--- src/design/sdl_defines.svh ---
// Constants of the serial input latch link: widths, reset codes, timing counts.
// Assumes both ends run on one 250 MHz system clock and share these values.
`ifndef SDL_DEFINES_SVH
`define SDL_DEFINES_SVH

`define SDL_WORD_W        16
`define SDL_SEG_W         15
`define SDL_LADDER_W      12
`define SDL_MID_SCALE     16'h8000
`define SDL_SEG_RESET     15'h00FF
`define SDL_LADDER_RESET  12'h000
`define SDL_LAST_BIT      4'hF
`define SDL_PIN_CS        0
`define SDL_PIN_SCLK      1
`define SDL_PIN_DATA      2
`define SDL_PIN_STROBE    3
`define SDL_PIN_IDLE      4'h9
`define SDL_SYS_PERIOD_NS 4
`define SDL_SCLK_PERIOD_NS 64
`define SDL_GAP_NS        30
`define SDL_STROBE_NS     30
`define SDL_HALF_CYC ((`SDL_SCLK_PERIOD_NS + 2 * `SDL_SYS_PERIOD_NS - 1) / (2 * `SDL_SYS_PERIOD_NS))
`define SDL_GAP_CYC  ((`SDL_GAP_NS + `SDL_SYS_PERIOD_NS - 1) / `SDL_SYS_PERIOD_NS)
`define SDL_STROBE_CYC ((`SDL_STROBE_NS + `SDL_SYS_PERIOD_NS - 1) / `SDL_SYS_PERIOD_NS)

`endif

--- src/design/sdl_pkg.sv ---
// Types shared by both ends of the serial input latch link.
// Assumes sdl_defines.svh is on the include path.
`include "sdl_defines.svh"

package sdl_pkg;
    typedef logic [`SDL_WORD_W-1:0]   sdl_word_t;   // One data word
    typedef logic [`SDL_SEG_W-1:0]    sdl_seg_t;    // Segment switch set
    typedef logic [`SDL_LADDER_W-1:0] sdl_ladder_t; // Ladder switch set
    typedef logic [3:0]               sdl_pins_t;   // Sampled link pins

    // Master sequencer states
    typedef enum logic [2:0] {
        SDL_IDLE,
        SDL_LOW,
        SDL_HIGH,
        SDL_TAIL,
        SDL_GAP,
        SDL_LOAD
    } sdl_host_state_e;
endpackage : sdl_pkg

--- src/design/sdl_link_if.sv ---
// Three-wire link plus load strobe between master and converter front end.
// Assumes all wires are one-way; the master drives every one of them.
interface sdl_link_if;
    logic frame_sel_n;         // Frame select, low while a word is sent
    logic sclk;                // Serial clock made by the master
    logic serial_in;           // Serial data, MSB first
    logic latch_load_strobe_n; // Latch load strobe, active low

    modport master (output frame_sel_n, output sclk, output serial_in, output latch_load_strobe_n);
    modport slave  (input frame_sel_n, input sclk, input serial_in, input latch_load_strobe_n);
endinterface : sdl_link_if

--- src/design/sdl_host.sv ---
// Link master: takes words from a two-entry buffer and sends them as frames.
// Assumes the converter end samples the link on its own clock with filtering.
`include "sdl_defines.svh"

module sdl_host
    import sdl_pkg::*;
(
    input  wire logic        sys_clk_i,  // System clock, 250 MHz
    input  wire logic        resetn_i,   // Asynchronous reset, active low
    input  wire logic        ce_i,       // Clock enable, freezes all state
    input  wire logic [15:0] word_i,     // Word to send
    input  wire logic        load_i,     // Pulse strobe after this word
    input  wire logic        valid_i,    // Word offered
    output logic             ready_o,    // Buffer can take a word
    output logic             busy_o,     // Frame or strobe in progress
    sdl_link_if.master       link        // Link to the converter
);

    ////////////////////////////////////////////////////////////////////////////
    // Two-entry buffer; its ready stalls the user when both entries wait

    logic [16:0]     buf_mem [2];      // Word plus load flag
    logic [16:0]     next_buf_mem [2];
    logic            wr_ptr, next_wr_ptr;
    logic            rd_ptr, next_rd_ptr;
    logic [1:0]      count, next_count;
    logic            ready, next_ready;
    logic            push, pop;

    ////////////////////////////////////////////////////////////////////////////
    // Sequencer state

    sdl_host_state_e state, next_state;   // Frame sequencer
    logic [3:0]      timer, next_timer;   // Phase countdown
    logic [3:0]      bitn,  next_bitn;    // Bit index within frame
    sdl_word_t       frame, next_frame;   // Outgoing shift word
    logic            load,  next_load;    // Strobe wanted after frame
    logic            cs_n,  next_cs_n;
    logic            sclk,  next_sclk;
    logic            dout,  next_dout;
    logic            stb_n, next_stb_n;
    logic            busy,  next_busy;

    // Buffer and sequencer next values
    always_comb
    begin
        push         = valid_i & ready;
        pop          = (state == SDL_IDLE) && (count != 2'h0);
        next_buf_mem = buf_mem;
        next_wr_ptr  = wr_ptr;
        next_rd_ptr  = rd_ptr;
        if (push)
        begin
            next_buf_mem[wr_ptr] = {load_i, word_i};
            next_wr_ptr          = ~wr_ptr;
        end
        if (pop)
        begin
            next_rd_ptr = ~rd_ptr;
        end
        next_count = count + 2'(push) - 2'(pop);
        next_ready = (next_count != 2'h2);

        next_state  = state;
        next_timer  = (timer == 4'h0) ? 4'h0 : timer - 4'h1;
        next_bitn   = bitn;
        next_frame  = frame;
        next_load   = load;
        next_cs_n   = cs_n;
        next_sclk   = sclk;
        next_dout   = dout;
        next_stb_n  = stb_n;
        case (state)
            SDL_IDLE:
            begin
                // Strobe stays high for the whole frame
                if (pop)
                begin
                    next_frame = buf_mem[rd_ptr][15:0];
                    next_load  = buf_mem[rd_ptr][16];
                    next_cs_n  = 1'b0;
                    next_dout  = buf_mem[rd_ptr][15];
                    next_bitn  = 4'h0;
                    next_timer = 4'(`SDL_HALF_CYC - 1);
                    next_state = SDL_LOW;
                end
            end
            SDL_LOW:
            begin
                if (timer == 4'h0)
                begin
                    next_sclk  = 1'b1;
                    next_timer = 4'(`SDL_HALF_CYC - 1);
                    next_state = SDL_HIGH;
                end
            end
            SDL_HIGH:
            begin
                if (timer == 4'h0)
                begin
                    // Data moves on the falling edge
                    next_sclk  = 1'b0;
                    next_timer = 4'(`SDL_HALF_CYC - 1);
                    if (bitn == `SDL_LAST_BIT)
                    begin
                        next_state = SDL_TAIL;
                    end
                    else
                    begin
                        next_bitn  = bitn + 4'h1;
                        next_frame = {frame[14:0], 1'b0};
                        next_dout  = frame[14];
                        next_state = SDL_LOW;
                    end
                end
            end
            SDL_TAIL:
            begin
                if (timer == 4'h0)
                begin
                    next_cs_n  = 1'b1;
                    next_timer = 4'(`SDL_GAP_CYC - 1);
                    next_state = SDL_GAP;
                end
            end
            SDL_GAP:
            begin
                if (timer == 4'h0)
                begin
                    if (load)
                    begin
                        next_stb_n  = 1'b0;
                        next_timer  = 4'(`SDL_STROBE_CYC - 1);
                        next_state  = SDL_LOAD;
                    end
                    else
                    begin
                        next_state = SDL_IDLE;
                    end
                end
            end
            SDL_LOAD:
            begin
                if (timer == 4'h0)
                begin
                    next_stb_n  = 1'b1;
                    next_state  = SDL_IDLE;
                end
            end
            default:
            begin
                next_state = SDL_IDLE;
            end
        endcase
        next_busy = (next_state != SDL_IDLE);
    end

    // Registers only; buffer contents need no reset
    always_ff @(posedge sys_clk_i or negedge resetn_i)
    begin
        if (!resetn_i)
        begin
            wr_ptr <= 1'b0;
            rd_ptr <= 1'b0;
            count  <= 2'h0;
            ready  <= 1'b1;
            state  <= SDL_IDLE;
            timer  <= 4'h0;
            bitn   <= 4'h0;
            frame  <= 16'h0000;
            load   <= 1'b0;
            cs_n   <= 1'b1;
            sclk   <= 1'b0;
            dout   <= 1'b0;
            stb_n  <= 1'b1;
            busy   <= 1'b0;
        end
        else if (ce_i)
        begin
            wr_ptr <= next_wr_ptr;
            rd_ptr <= next_rd_ptr;
            count  <= next_count;
            ready  <= next_ready;
            state  <= next_state;
            timer  <= next_timer;
            bitn   <= next_bitn;
            frame  <= next_frame;
            load   <= next_load;
            cs_n   <= next_cs_n;
            sclk   <= next_sclk;
            dout   <= next_dout;
            stb_n  <= next_stb_n;
            busy   <= next_busy;
        end
    end

    // Buffer storage
    always_ff @(posedge sys_clk_i)
    begin
        if (ce_i)
        begin
            buf_mem <= next_buf_mem;
        end
    end

    ////////////////////////////////////////////////////////////////////////////
    // Outputs

    assign ready_o                  = ready;
    assign busy_o                   = busy;
    assign link.frame_sel_n         = cs_n;
    assign link.sclk                = sclk;
    assign link.serial_in           = dout;
    assign link.latch_load_strobe_n = stb_n;

endmodule : sdl_host

--- src/flat_wrapper.sv ---
// flat-port wrapper written by rule: the top's interface ports become plain ports
module sdl_host_flat import sdl_pkg::*;
  (sys_clk_i, resetn_i, ce_i, word_i, load_i, valid_i, ready_o, busy_o, link_frame_sel_n, link_sclk, link_serial_in, link_latch_load_strobe_n);
  sdl_link_if link_i ();
  input  wire logic sys_clk_i;
  input  wire logic resetn_i;
  input  wire logic ce_i;
  input  wire logic [15:0] word_i;
  input  wire logic load_i;
  input  wire logic valid_i;
  output logic ready_o;
  output logic busy_o;
  output wire logic [$bits(link_i.frame_sel_n)-1:0] link_frame_sel_n;
  output wire logic [$bits(link_i.sclk)-1:0] link_sclk;
  output wire logic [$bits(link_i.serial_in)-1:0] link_serial_in;
  output wire logic [$bits(link_i.latch_load_strobe_n)-1:0] link_latch_load_strobe_n;
  assign link_frame_sel_n = link_i.frame_sel_n;
  assign link_sclk = link_i.sclk;
  assign link_serial_in = link_i.serial_in;
  assign link_latch_load_strobe_n = link_i.latch_load_strobe_n;
  sdl_host u_core (.sys_clk_i(sys_clk_i), .resetn_i(resetn_i), .ce_i(ce_i), .word_i(word_i), .load_i(load_i), .valid_i(valid_i), .ready_o(ready_o), .busy_o(busy_o), .link(link_i));
endmodule
--- config.mk ---
export PLATFORM = sky130hd
export DESIGN_NAME = sdl_host_flat
export DESIGN_NICKNAME = d
export VERILOG_FILES = /design/src/design/sdl_pkg.sv /design/src/design/sdl_link_if.sv /design/src/design/sdl_host.sv /design/src/flat_wrapper.sv
export VERILOG_INCLUDE_DIRS = /design/src /design/src/design
export SDC_FILE = /design/constraint.sdc
export NUM_CORES = 1
export LEC_CHECK = 0
export BUFFER_PORTS_ARGS = -buffer_cell sky130_fd_sc_hd__buf_2
export CAP_MARGIN = 20
export CORE_UTILIZATION = 55
export CTS_BUF_LIST = sky130_fd_sc_hd__clkbuf_4 sky130_fd_sc_hd__clkbuf_8
export CTS_CLUSTER_SIZE = 25
export DETAILED_ROUTE_END_ITERATION = 10
export GPL_TIMING_DRIVEN = 1
export HOLD_SLACK_MARGIN = 0.08
export PLACE_DENSITY = 0.85
export RECOVER_POWER = 50
export SYNTH_ARGS = -nofsm -noshare
export SYNTH_HDL_FRONTEND = slang
export SYNTH_SLANG_ARGS = --single-unit
--- constraint.sdc ---
create_clock -name sys_clk_i -period 2.8 [get_ports sys_clk_i]
set_input_delay 0.84 -clock sys_clk_i [delete_from_list [all_inputs] [get_ports sys_clk_i]]
set_output_delay 0.84 -clock sys_clk_i [all_outputs]
set_load 0.05 [all_outputs]
# After elaboration in Yosys (flattened, before gate mapping)
# Index checks and enable logic that the tools add are counted.
# Widths: inputs -> output; s select.
# word_totals
register_bits,71
in_bits,21
out_inout_bits,6
word_cells,102
# classes
n_addsub,4
n_bitwise,5
reduce_logical,18
n_lt_le_gt_ge,3
n_mux,41
n_eq_ne,15
# ops
cell,n
$mux 17,4
$mux 15,3
$bwmux 34,1
$mux 4,8
$pmux 15 s2,1
$mux 3,7
$pmux 3 s6,1
$demux 17 s1,1
$ne 2x1->1 const B,7
$pmux 4 s3,1
$reduce_and 5->1,2
$reduce_bool 2->1,5
$mux 1,8
$pmux 1 s2,4
$pmux 4 s2,1
$reduce_and 4->1,2
$eq 3x2->1 const B,2
$eq 3x3->1 const B,2
$add 4x1->4 const B,1
$eq 4x4->1 const B,1
$ge 2x2->1 const B,2
$logic_not 4->1,1
$ne 2x2->1 const B,2
$not 1->2,2
other kinds (14),17

# Logic depth before layout (Yosys ltp)
# Gate-level depths: netlist (run 1).
# depth
word_depth,6
mapped_depth,7
depth_no_buf,7

# Worst setup path after synthesis (run 1)
# No wires, ideal clock.
# synth_path
path_kind,input port to flip-flop
from,in ce_i
to,reg u_core.buf_mem[17] in the netlist's numbering (enable)
stages,3
setup_slack_ps,428
setup_ps,390
t_arrival_ps,1981
t_required_ps,2410
path_buffers,1
path_cell_list,clkbuf_1 nand2_1 nor2_1
# synth_between
elab_chain_cells,1
# synth_lines
element,line,rtl
start: declaration,flat_wrapper.sv:7,input wire logic ce_i;
$reduce_and 2->1 (no line),n/a,
end signal: assignment,sdl_host.sv:202,buf_mem <= next_buf_mem;
end: declaration,sdl_host.sv:22,logic [16:0] buf_mem [2];
# No other way between the ends.
# A chain may end at the register's enable or synchronous reset.

# Final worst setup path (run 1)
# layout_path
from,in ce_i
to,reg u_core.buf_mem[2] in the netlist's numbering (enable)
# Same word-level chain as after synthesis.

==> results_dict.tcl, run 1 <==
set metrics [dict create \
    netlist.top_cell.by_area "sky130_fd_sc_hd__edfxtp_1" \
    finalCritPeriodShare 0.774 \
    skew_final_ps 10.9 \
    cts_resized 0 \
    register_area_share_after_synthesis 0.611 \
    hold-path-cell-count 2 \
    synth.avg_cell_area_um2 13.0 \
    residual_drc_count 0 \
    worst-r2r-setup-slack_ps 670 \
    netlist_top_cells_area "sky130_fd_sc_hd__edfxtp_1 32%, sky130_fd_sc_hd__dfrtp_1 27%, sky130_fd_sc_hd__mux2i_1 6.6%, sky130_fd_sc_hd__o21ai_0 3.3%, sky130_fd_sc_hd__nand2_1 3.2%" \
    worst_slew_margin_rel -0.257 \
    postSynthNetCount 270 \
    wirelength_mm 5.32 \
    floorplan.core_area_mm2 0.00554 \
    root_buffer "sky130_fd_sc_hd__clkbuf_8" \
    p_total_uw 3380 \
    amount_of_wire_on_met3_after_detailed_routing_um 221 \
    yosys-top-cells-count "34 x sky130_fd_sc_hd__dfrtp_1, 34 x sky130_fd_sc_hd__edfxtp_1, 27 x sky130_fd_sc_hd__nand2_1" \
    m1WireLength_mm 2.40 \
    antenna-diode-count 0 \
    inserted_clock_buffers 9 \
    post_route_cells_drive_above_1_share 0.260 \
    p_clk_frac 0.273 \
    number_of_antenna_violations_at_the_first_check_in_global_routing 0 \
    endpoint_arrival_time_on_the_critical_path_ps 2130 \
    setup-violations-final 0 \
    total_leakage_power_uw 0.00140 \
    initial_utilization 0.576 \
    grt_pass1_wl_mm 8.87 \
    synth_ff_type "sky130_fd_sc_hd__edfxtp_1" \
    yosysTopAreaCellShare 0.320 \
    clock_tree.htree_level_count 3 \
    grt_setup_unrepaired "no" \
    placement.io_buffers 26 \
    wirelength_per_cell_um 15.1 \
    ys_types 53 \
    pwr_density_cell_mw_per_mm2 933 \
    netSwitchingPower_uw 1060 \
    ff_to_ff_path_depth 4 \
    reg2reg_to "u_core.frame[9]" \
    tritoncts "yes" \
    timing_worst_slew_pin_value_ps 1890 \
    ys_warn_count 0 \
    placement_rows 27 \
    run_status "finished, violations left" \
    met2WireLength_mm 2.63 \
    drt_first_pass_iters 4 \
    min_delay_worst_endpoint "u_core.ready_o" \
    first_global_vias 1924 \
    cts.sink_count 71 \
    critical_path.max_fanout 21 \
    holdCritPathClass "flop to flop" \
    vdd.ir_drop.worst_mv 0.577 \
    worst_skew_pair.late_latency_ps 340 \
    internal_power_uw 2320 \
    clkSlewWorstSetupHoldPaths_ps 80 \
    maximum_number_of_pins_on_one_net_before_global_route_repair 38 \
    top_layer "met4" \
    design.final.nets 301 \
    worstHoldStart "u_core.ready_o" \
    total_i_o_pin_count 27 \
    die-height_um 78.2 \
    synth_edf_count 34 \
    endpoint_kind "flop" \
    slew_viol_final 38 \
    failing_checks "capacitance limit, slew limit" \
    worstSetupStartpointType "primary input" \
    power.share.switching 0.314 \
    max_freq_ghz 0.461 \
    synthesized_cell_area_mm2 0.00319 \
    place.gp.congestion 0.813 \
    worstReg2RegStart "u_core.state[0]" \
    cts_hold_repair.buffers 0 \
    critPathRequiredTime_ps 2760 \
    layout_min_cycle_time_ps 2170 \
    finalSetupTns_ps 0 \
    postCtsSetupBuffers 0 \
    grt_overflow_total 0 \
    synth.ff_latch_count 71 \
    power.share.combinational 0.256 \
    track_usage 0.193 \
    die_wd_um 78.2 \
    power.sequential.fraction 0.471 \
    initialDrtViolationCount 90 \
    syn2layout_area_growth_pct 13.4 \
    detailed_place.area_mm2 0.00340 \
    design.die.area_mm2 0.00611 \
    drt.antenna.violating_nets 0 \
    async_flop_share 0.521 \
    criticalPathCategory "primary input to flop" \
    synth_cells 245 \
    vias 1992 \
    post-dp-hpwl_mm 3.51 \
    drt-vias-per-instance 5.64 \
    clk_path_buf_depth 2 \
    max-cap-violations 1 \
    final-hold-violation-count 0 \
    finalInstanceArea_mm2 0.00362 \
]
state kept, by name, summed over array words and instances (netlist names), 2 cells and up:
register	cells
u_core.state	3
u_core.bitn	4
u_core.count	2
u_core.timer	4
u_core.buf_mem	34
u_core.frame	15
per-stage QoR:
| step | setup WS [ps] | util | hold slack [ps] | instances |
|---|---|---|---|---|
| 6_report | 632 | 0.654 | 496 | 353 |
| 5_1_grt | 267 | 0.654 | 518 | 353 |
| 4_1_cts | 673 | 0.655 | 501 | 353 |
| 3_5_place_dp | 398 | 0.614 | 489 | 337 |
| 3_3_place_gp | 448 | 0.614 | 477 | 337 |
| 2_1_floorplan | 428 | - | 460 | 245 |
metal layers:
metal	vias to the layer above	GRT usage
met5	-	0
met4	0	0.0611
met3	7	0.0558
met2	44	0.324
met1	963	0.243
li1	978	-
placed cells by master (no fill, tap or decap), drive strengths merged, types with 4 or more instances in the layout:
master	synthesis	layout
dfrtp	34	34
edfxtp	34	34
nand2	27	27
buf	5	26
o21ai	22	22
mux2i	21	21
clkbuf	6	16
nor2	10	10
inv	8	10
a21oi	9	9
mux2	9	9
o221a	7	7
nor3	4	4
ha	4	4
worst max path at each step:
stage	startpoint	end	slack (ps)
global placement	ce_i	u_core.frame[14]	450
CTS	u_core.timer[0]	u_core.busy_o	670
floorplan	ce_i	u_core.buf_mem[17]	430
detailed placement	ce_i	u_core.frame[11]	400
finish	ce_i	u_core.buf_mem[2]	630
global route	resetn_i	u_core.frame[12]	270
final cells by class:
type / count / area (um2)
clock inverters: 5 / 77.6
well taps: 72 / 90.1
flip-flops and latches: 71 / 1950
clock buffers: 11 / 151
multi-input cells: 155 / 1160
inverters: 8 / 30.0
repair buffers: 31 / 159
fillers: 423 / 1920
power groups by stage:
stage | Clock (uW) | Combinational [uW] | Sequential [uW]
finish | 922 | 864 | 1590
global route | 976 | 952 | 1630
floorplan | 0 | 680 | 1580
CTS | 934 | 876 | 1590
detailed placement | 0 | 872 | 1610
global placement | 0 | 840 | 1600
critical path, stage by stage:
cell,delay (ps)
sky130_fd_sc_hd__buf_2,320
sky130_fd_sc_hd__and3_1,220
sky130_fd_sc_hd__clkbuf_1,740
cells by family (layout without fill, tap and decap cells):
logic type,count (synthesis),in the layout,synth area share
AOI/OAI and AO/OA,57,57,0.131
xor gates and xnor gates,3,3,0.00823
adders and majority gates,4,4,0.0157
buffers and inverters,19,55,0.0263
DFF,71,71,0.611
muxes,30,30,0.101
and+or+nand+nor,61,61,0.107
Power figures use the tool's default switching activity.
==> inputs of run 2 (changes only) <==
ABC_AREA = 1   (was unset)
PLACE_DENSITY = 0.88   (was 0.85)
clock period = 1.8 ns   (was 2.8 ns; I/O delays follow)
==> run 2 against run 1 <==
  * The flow now finishes without violations
  * Combinational power grew to 2.8 times the previous value
  * Cell count grew 23%
  * Core utilization grew 1.3 points
  * Clock skew shrank 5.1 ps
  * Critical path type is now flop to output pin
  * Register-to-register slack lost 560 ps
  * Non-clock buffer count grew 7
==> results_dict.tcl, run 2 <==
set metrics [dict create \
    initialDrtViolationCount 225 \
    slew_viol_final 0 \
    synth_edf_count 34 \
    worstReg2RegStart "u_core.state[0]" \
    worst-r2r-setup-slack_ps 110 \
    pwr_density_cell_mw_per_mm2 1690 \
    track_usage 0.233 \
    cts_hold_repair.buffers 0 \
    vdd.ir_drop.worst_mv 1.16 \
    reg2reg_to "u_core.frame[11]" \
    detailed_place.area_mm2 0.00351 \
    post-dp-hpwl_mm 4.03 \
    finalCritPeriodShare 0.948 \
    grt_use_met1 0.283 \
    grt.met2_usage 0.380 \
    global_route.peak_usage_layer "met2" \
    nFillCells 427 \
    ff_to_ff_path_depth 7 \
    most_frequent_standard_cell_in_the_layout_excluding_fill_and_tap_cells "sky130_fd_sc_hd__nor2_1" \
    registers_with_the_most_flip_flops "u_core.buf_mem: 34 flops, u_core.frame: 15 flops" \
    worstSetupStartpointType "flop" \
    tritoncts "yes" \
    design.die.area_mm2 0.00624 \
    synth_cells 321 \
    critical_path_buf_inv_count 1 \
    floorplan.core_area_mm2 0.00561 \
    delay_contributed_by_the_slowest_stage_of_the_critical_path_ps 550 \
    placement_rows 27 \
    wirelength_mm 6.50 \
    gr-usage-met3 0.0586 \
    drt_first_pass_iters 4 \
    maximum_number_of_pins_on_one_net_before_global_route_repair 38 \
    number_of_antenna_violations_at_the_first_check_in_global_routing 0 \
    drt-vias-per-instance 5.57 \
    instances_no_fill 434 \
    synthesized_cell_area_mm2 0.00326 \
    clk_path_buf_depth 2 \
    hold-path-cell-count 1 \
    synth_ff_type "sky130_fd_sc_hd__edfxtp_1" \
    vias 2417 \
    postCtsSetupBuffers 0 \
    worst_slew_margin_rel 0.400 \
    ys_warn_count 0 \
    cts_resized 0 \
    yosys-top-cells-count "62 x sky130_fd_sc_hd__nor2_1, 44 x sky130_fd_sc_hd__nand2_1, 36 x sky130_fd_sc_hd__o21ai_0" \
    total_leakage_power_uw 0.00156 \
    timing_worst_slew_pin_value_ps 901 \
    worstHoldStart "word_i[5]" \
    place.gp.congestion 0.892 \
    grt_overflow_total 0 \
    register_area_share_after_synthesis 0.598 \
    criticalPathCategory "flop to output pin" \
    netlist_top_cells_area "sky130_fd_sc_hd__edfxtp_1 31%, sky130_fd_sc_hd__dfrtp_1 26%, sky130_fd_sc_hd__nor2_1 7.1%, sky130_fd_sc_hd__o21ai_0 5.5%, sky130_fd_sc_hd__nand2_1 5.1%" \
    place_ws_ps 118 \
    postSynthNetCount 346 \
    syn2layout_area_growth_pct 14.6 \
    placement.io_buffers 26 \
    holdCritPathClass "primary input to flop" \
    residual_drc_count 0 \
    design.final.nets 382 \
    max-cap-violations 0 \
    fin_ws_ps 94.0 \
    post_route_cells_drive_above_1_share 0.210 \
    max_flop_register "u_core.buf_mem" \
    worst-path-stages 1 \
    inserted_clock_buffers 9 \
    netlist.top_cell.by_area "sky130_fd_sc_hd__edfxtp_1" \
    initial_utilization 0.582 \
    total_i_o_pin_count 27 \
    min_delay_worst_endpoint "u_core.buf_mem[5]" \
    first_global_vias 2383 \
    run_status "finished, final reports clean" \
    layout_min_cycle_time_ps 1710 \
    path_cells "buf_2" \
    clock_tree.htree_level_count 3 \
    synth.avg_cell_area_um2 10.2 \
    endpoint_kind "output pin" \
    skew_final_ps 5.74 \
    finalInstanceArea_mm2 0.00374 \
    drt.antenna.violating_nets 0 \
    ys_types 35 \
    die_wd_um 79.0 \
    placed_cells 418 \
    critPathRequiredTime_ps 1260 \
    final-hold-violation-count 0 \
    setup-violations-final 0 \
    die-height_um 79.0 \
    worst_skew_pair.late_latency_ps 350 \
    largest_register_ffs 34 \
    critical_path.max_fanout 3 \
    finalSetupTns_ps 0 \
    yosysMostFrequentCell "sky130_fd_sc_hd__nor2_1" \
    most_frequent_cells_in_the_layout "62 x sky130_fd_sc_hd__nor2_1, 43 x sky130_fd_sc_hd__nand2_1, 36 x sky130_fd_sc_hd__o21ai_0" \
    max_freq_ghz 0.586 \
    critical-path-slowest-cell "sky130_fd_sc_hd__dfstp_1" \
    antenna-diode-count 0 \
    yosysTopAreaCellShare 0.313 \
    crit_family "flip-flops" \
    async_flop_share 0.521 \
    root_buffer "sky130_fd_sc_hd__clkbuf_8" \
    clkSlewWorstSetupHoldPaths_ps 80 \
    cts.sink_count 71 \
    wirelength_per_cell_um 15.0 \
    synth.ff_latch_count 71 \
    final_core_utilization 0.667 \
    grt_pass1_wl_mm 10.8 \
    endpoint_arrival_time_on_the_critical_path_ps 1170 \
]
## run 2: changes by cell type after synthesis, sizes merged, moves of 3 or more
cell,delta
a21oi,+14
mux2,-9
inv,+11
nand2,+21
o31ai,-3
mux2i,-20
o221a,-7
xor2,+5
nand3,+13
o21ai,+19
nor2,+54
nand4,+4
## run 2: per-layer routing
metal | vias up | share of wire
li1 | 1160 | -
met1 | 1138 | 0.40
met2 | 106 | 0.51
met3 | 13 | 0.067
met4 | 0 | 0.021
met5 | - | 0
## run 2: area by class of cell
type                       count  area, um2  area share
timing repair buffer          38        235      0.0629
clock inverter                 7        101      0.0271
inverter                      20       77.6      0.0207
tap                           72       90.1      0.0241
sequential                    71       1950       0.522
clock buffer                   9        124      0.0331
multi-input combinational    217       1160       0.310
## run 2: how the worst max path moves through the flow
stage                                from                  to  slack, ps
after detailed placement             ce_i   u_core.buf_mem[7]        120
after CTS                  u_core.ready_o             ready_o         90
final                      u_core.ready_o             ready_o         90
after global routing      u_core.state[0]     u_core.frame[7]         -6
after global placement               ce_i  u_core.buf_mem[26]        160
after floorplan            u_core.ready_o   u_core.buf_mem[0]       -250
## run 2: logic make-up (layout without fill, tap and decap cells)
logic type / Yosys count / in the layout / synth area share
compound gates: 71 / 71 / 0.127
xor+xnor: 6 / 6 / 0.0161
fa+ha+maj: 4 / 4 / 0.0153
buf+inv: 33 / 74 / 0.0491
flops: 71 / 71 / 0.598
mux: 1 / 1 / 0.00307
simple gates: 135 / 135 / 0.192
## run 2: power breakdown
group          switching [uW]  internal, uW  total, uW
registers                 291          2170       2460
clock network             647           794       1440
logic                    1610           815       2420
total                    2550          3780       6330
## run 2: stage by stage
stage                     hold slack, ps  total power, uW
after global placement               457             4720
after global routing                 353             6720
after detailed placement             464             4820
after CTS                            230             6300
final                                371             6330
after floorplan                      244             4290
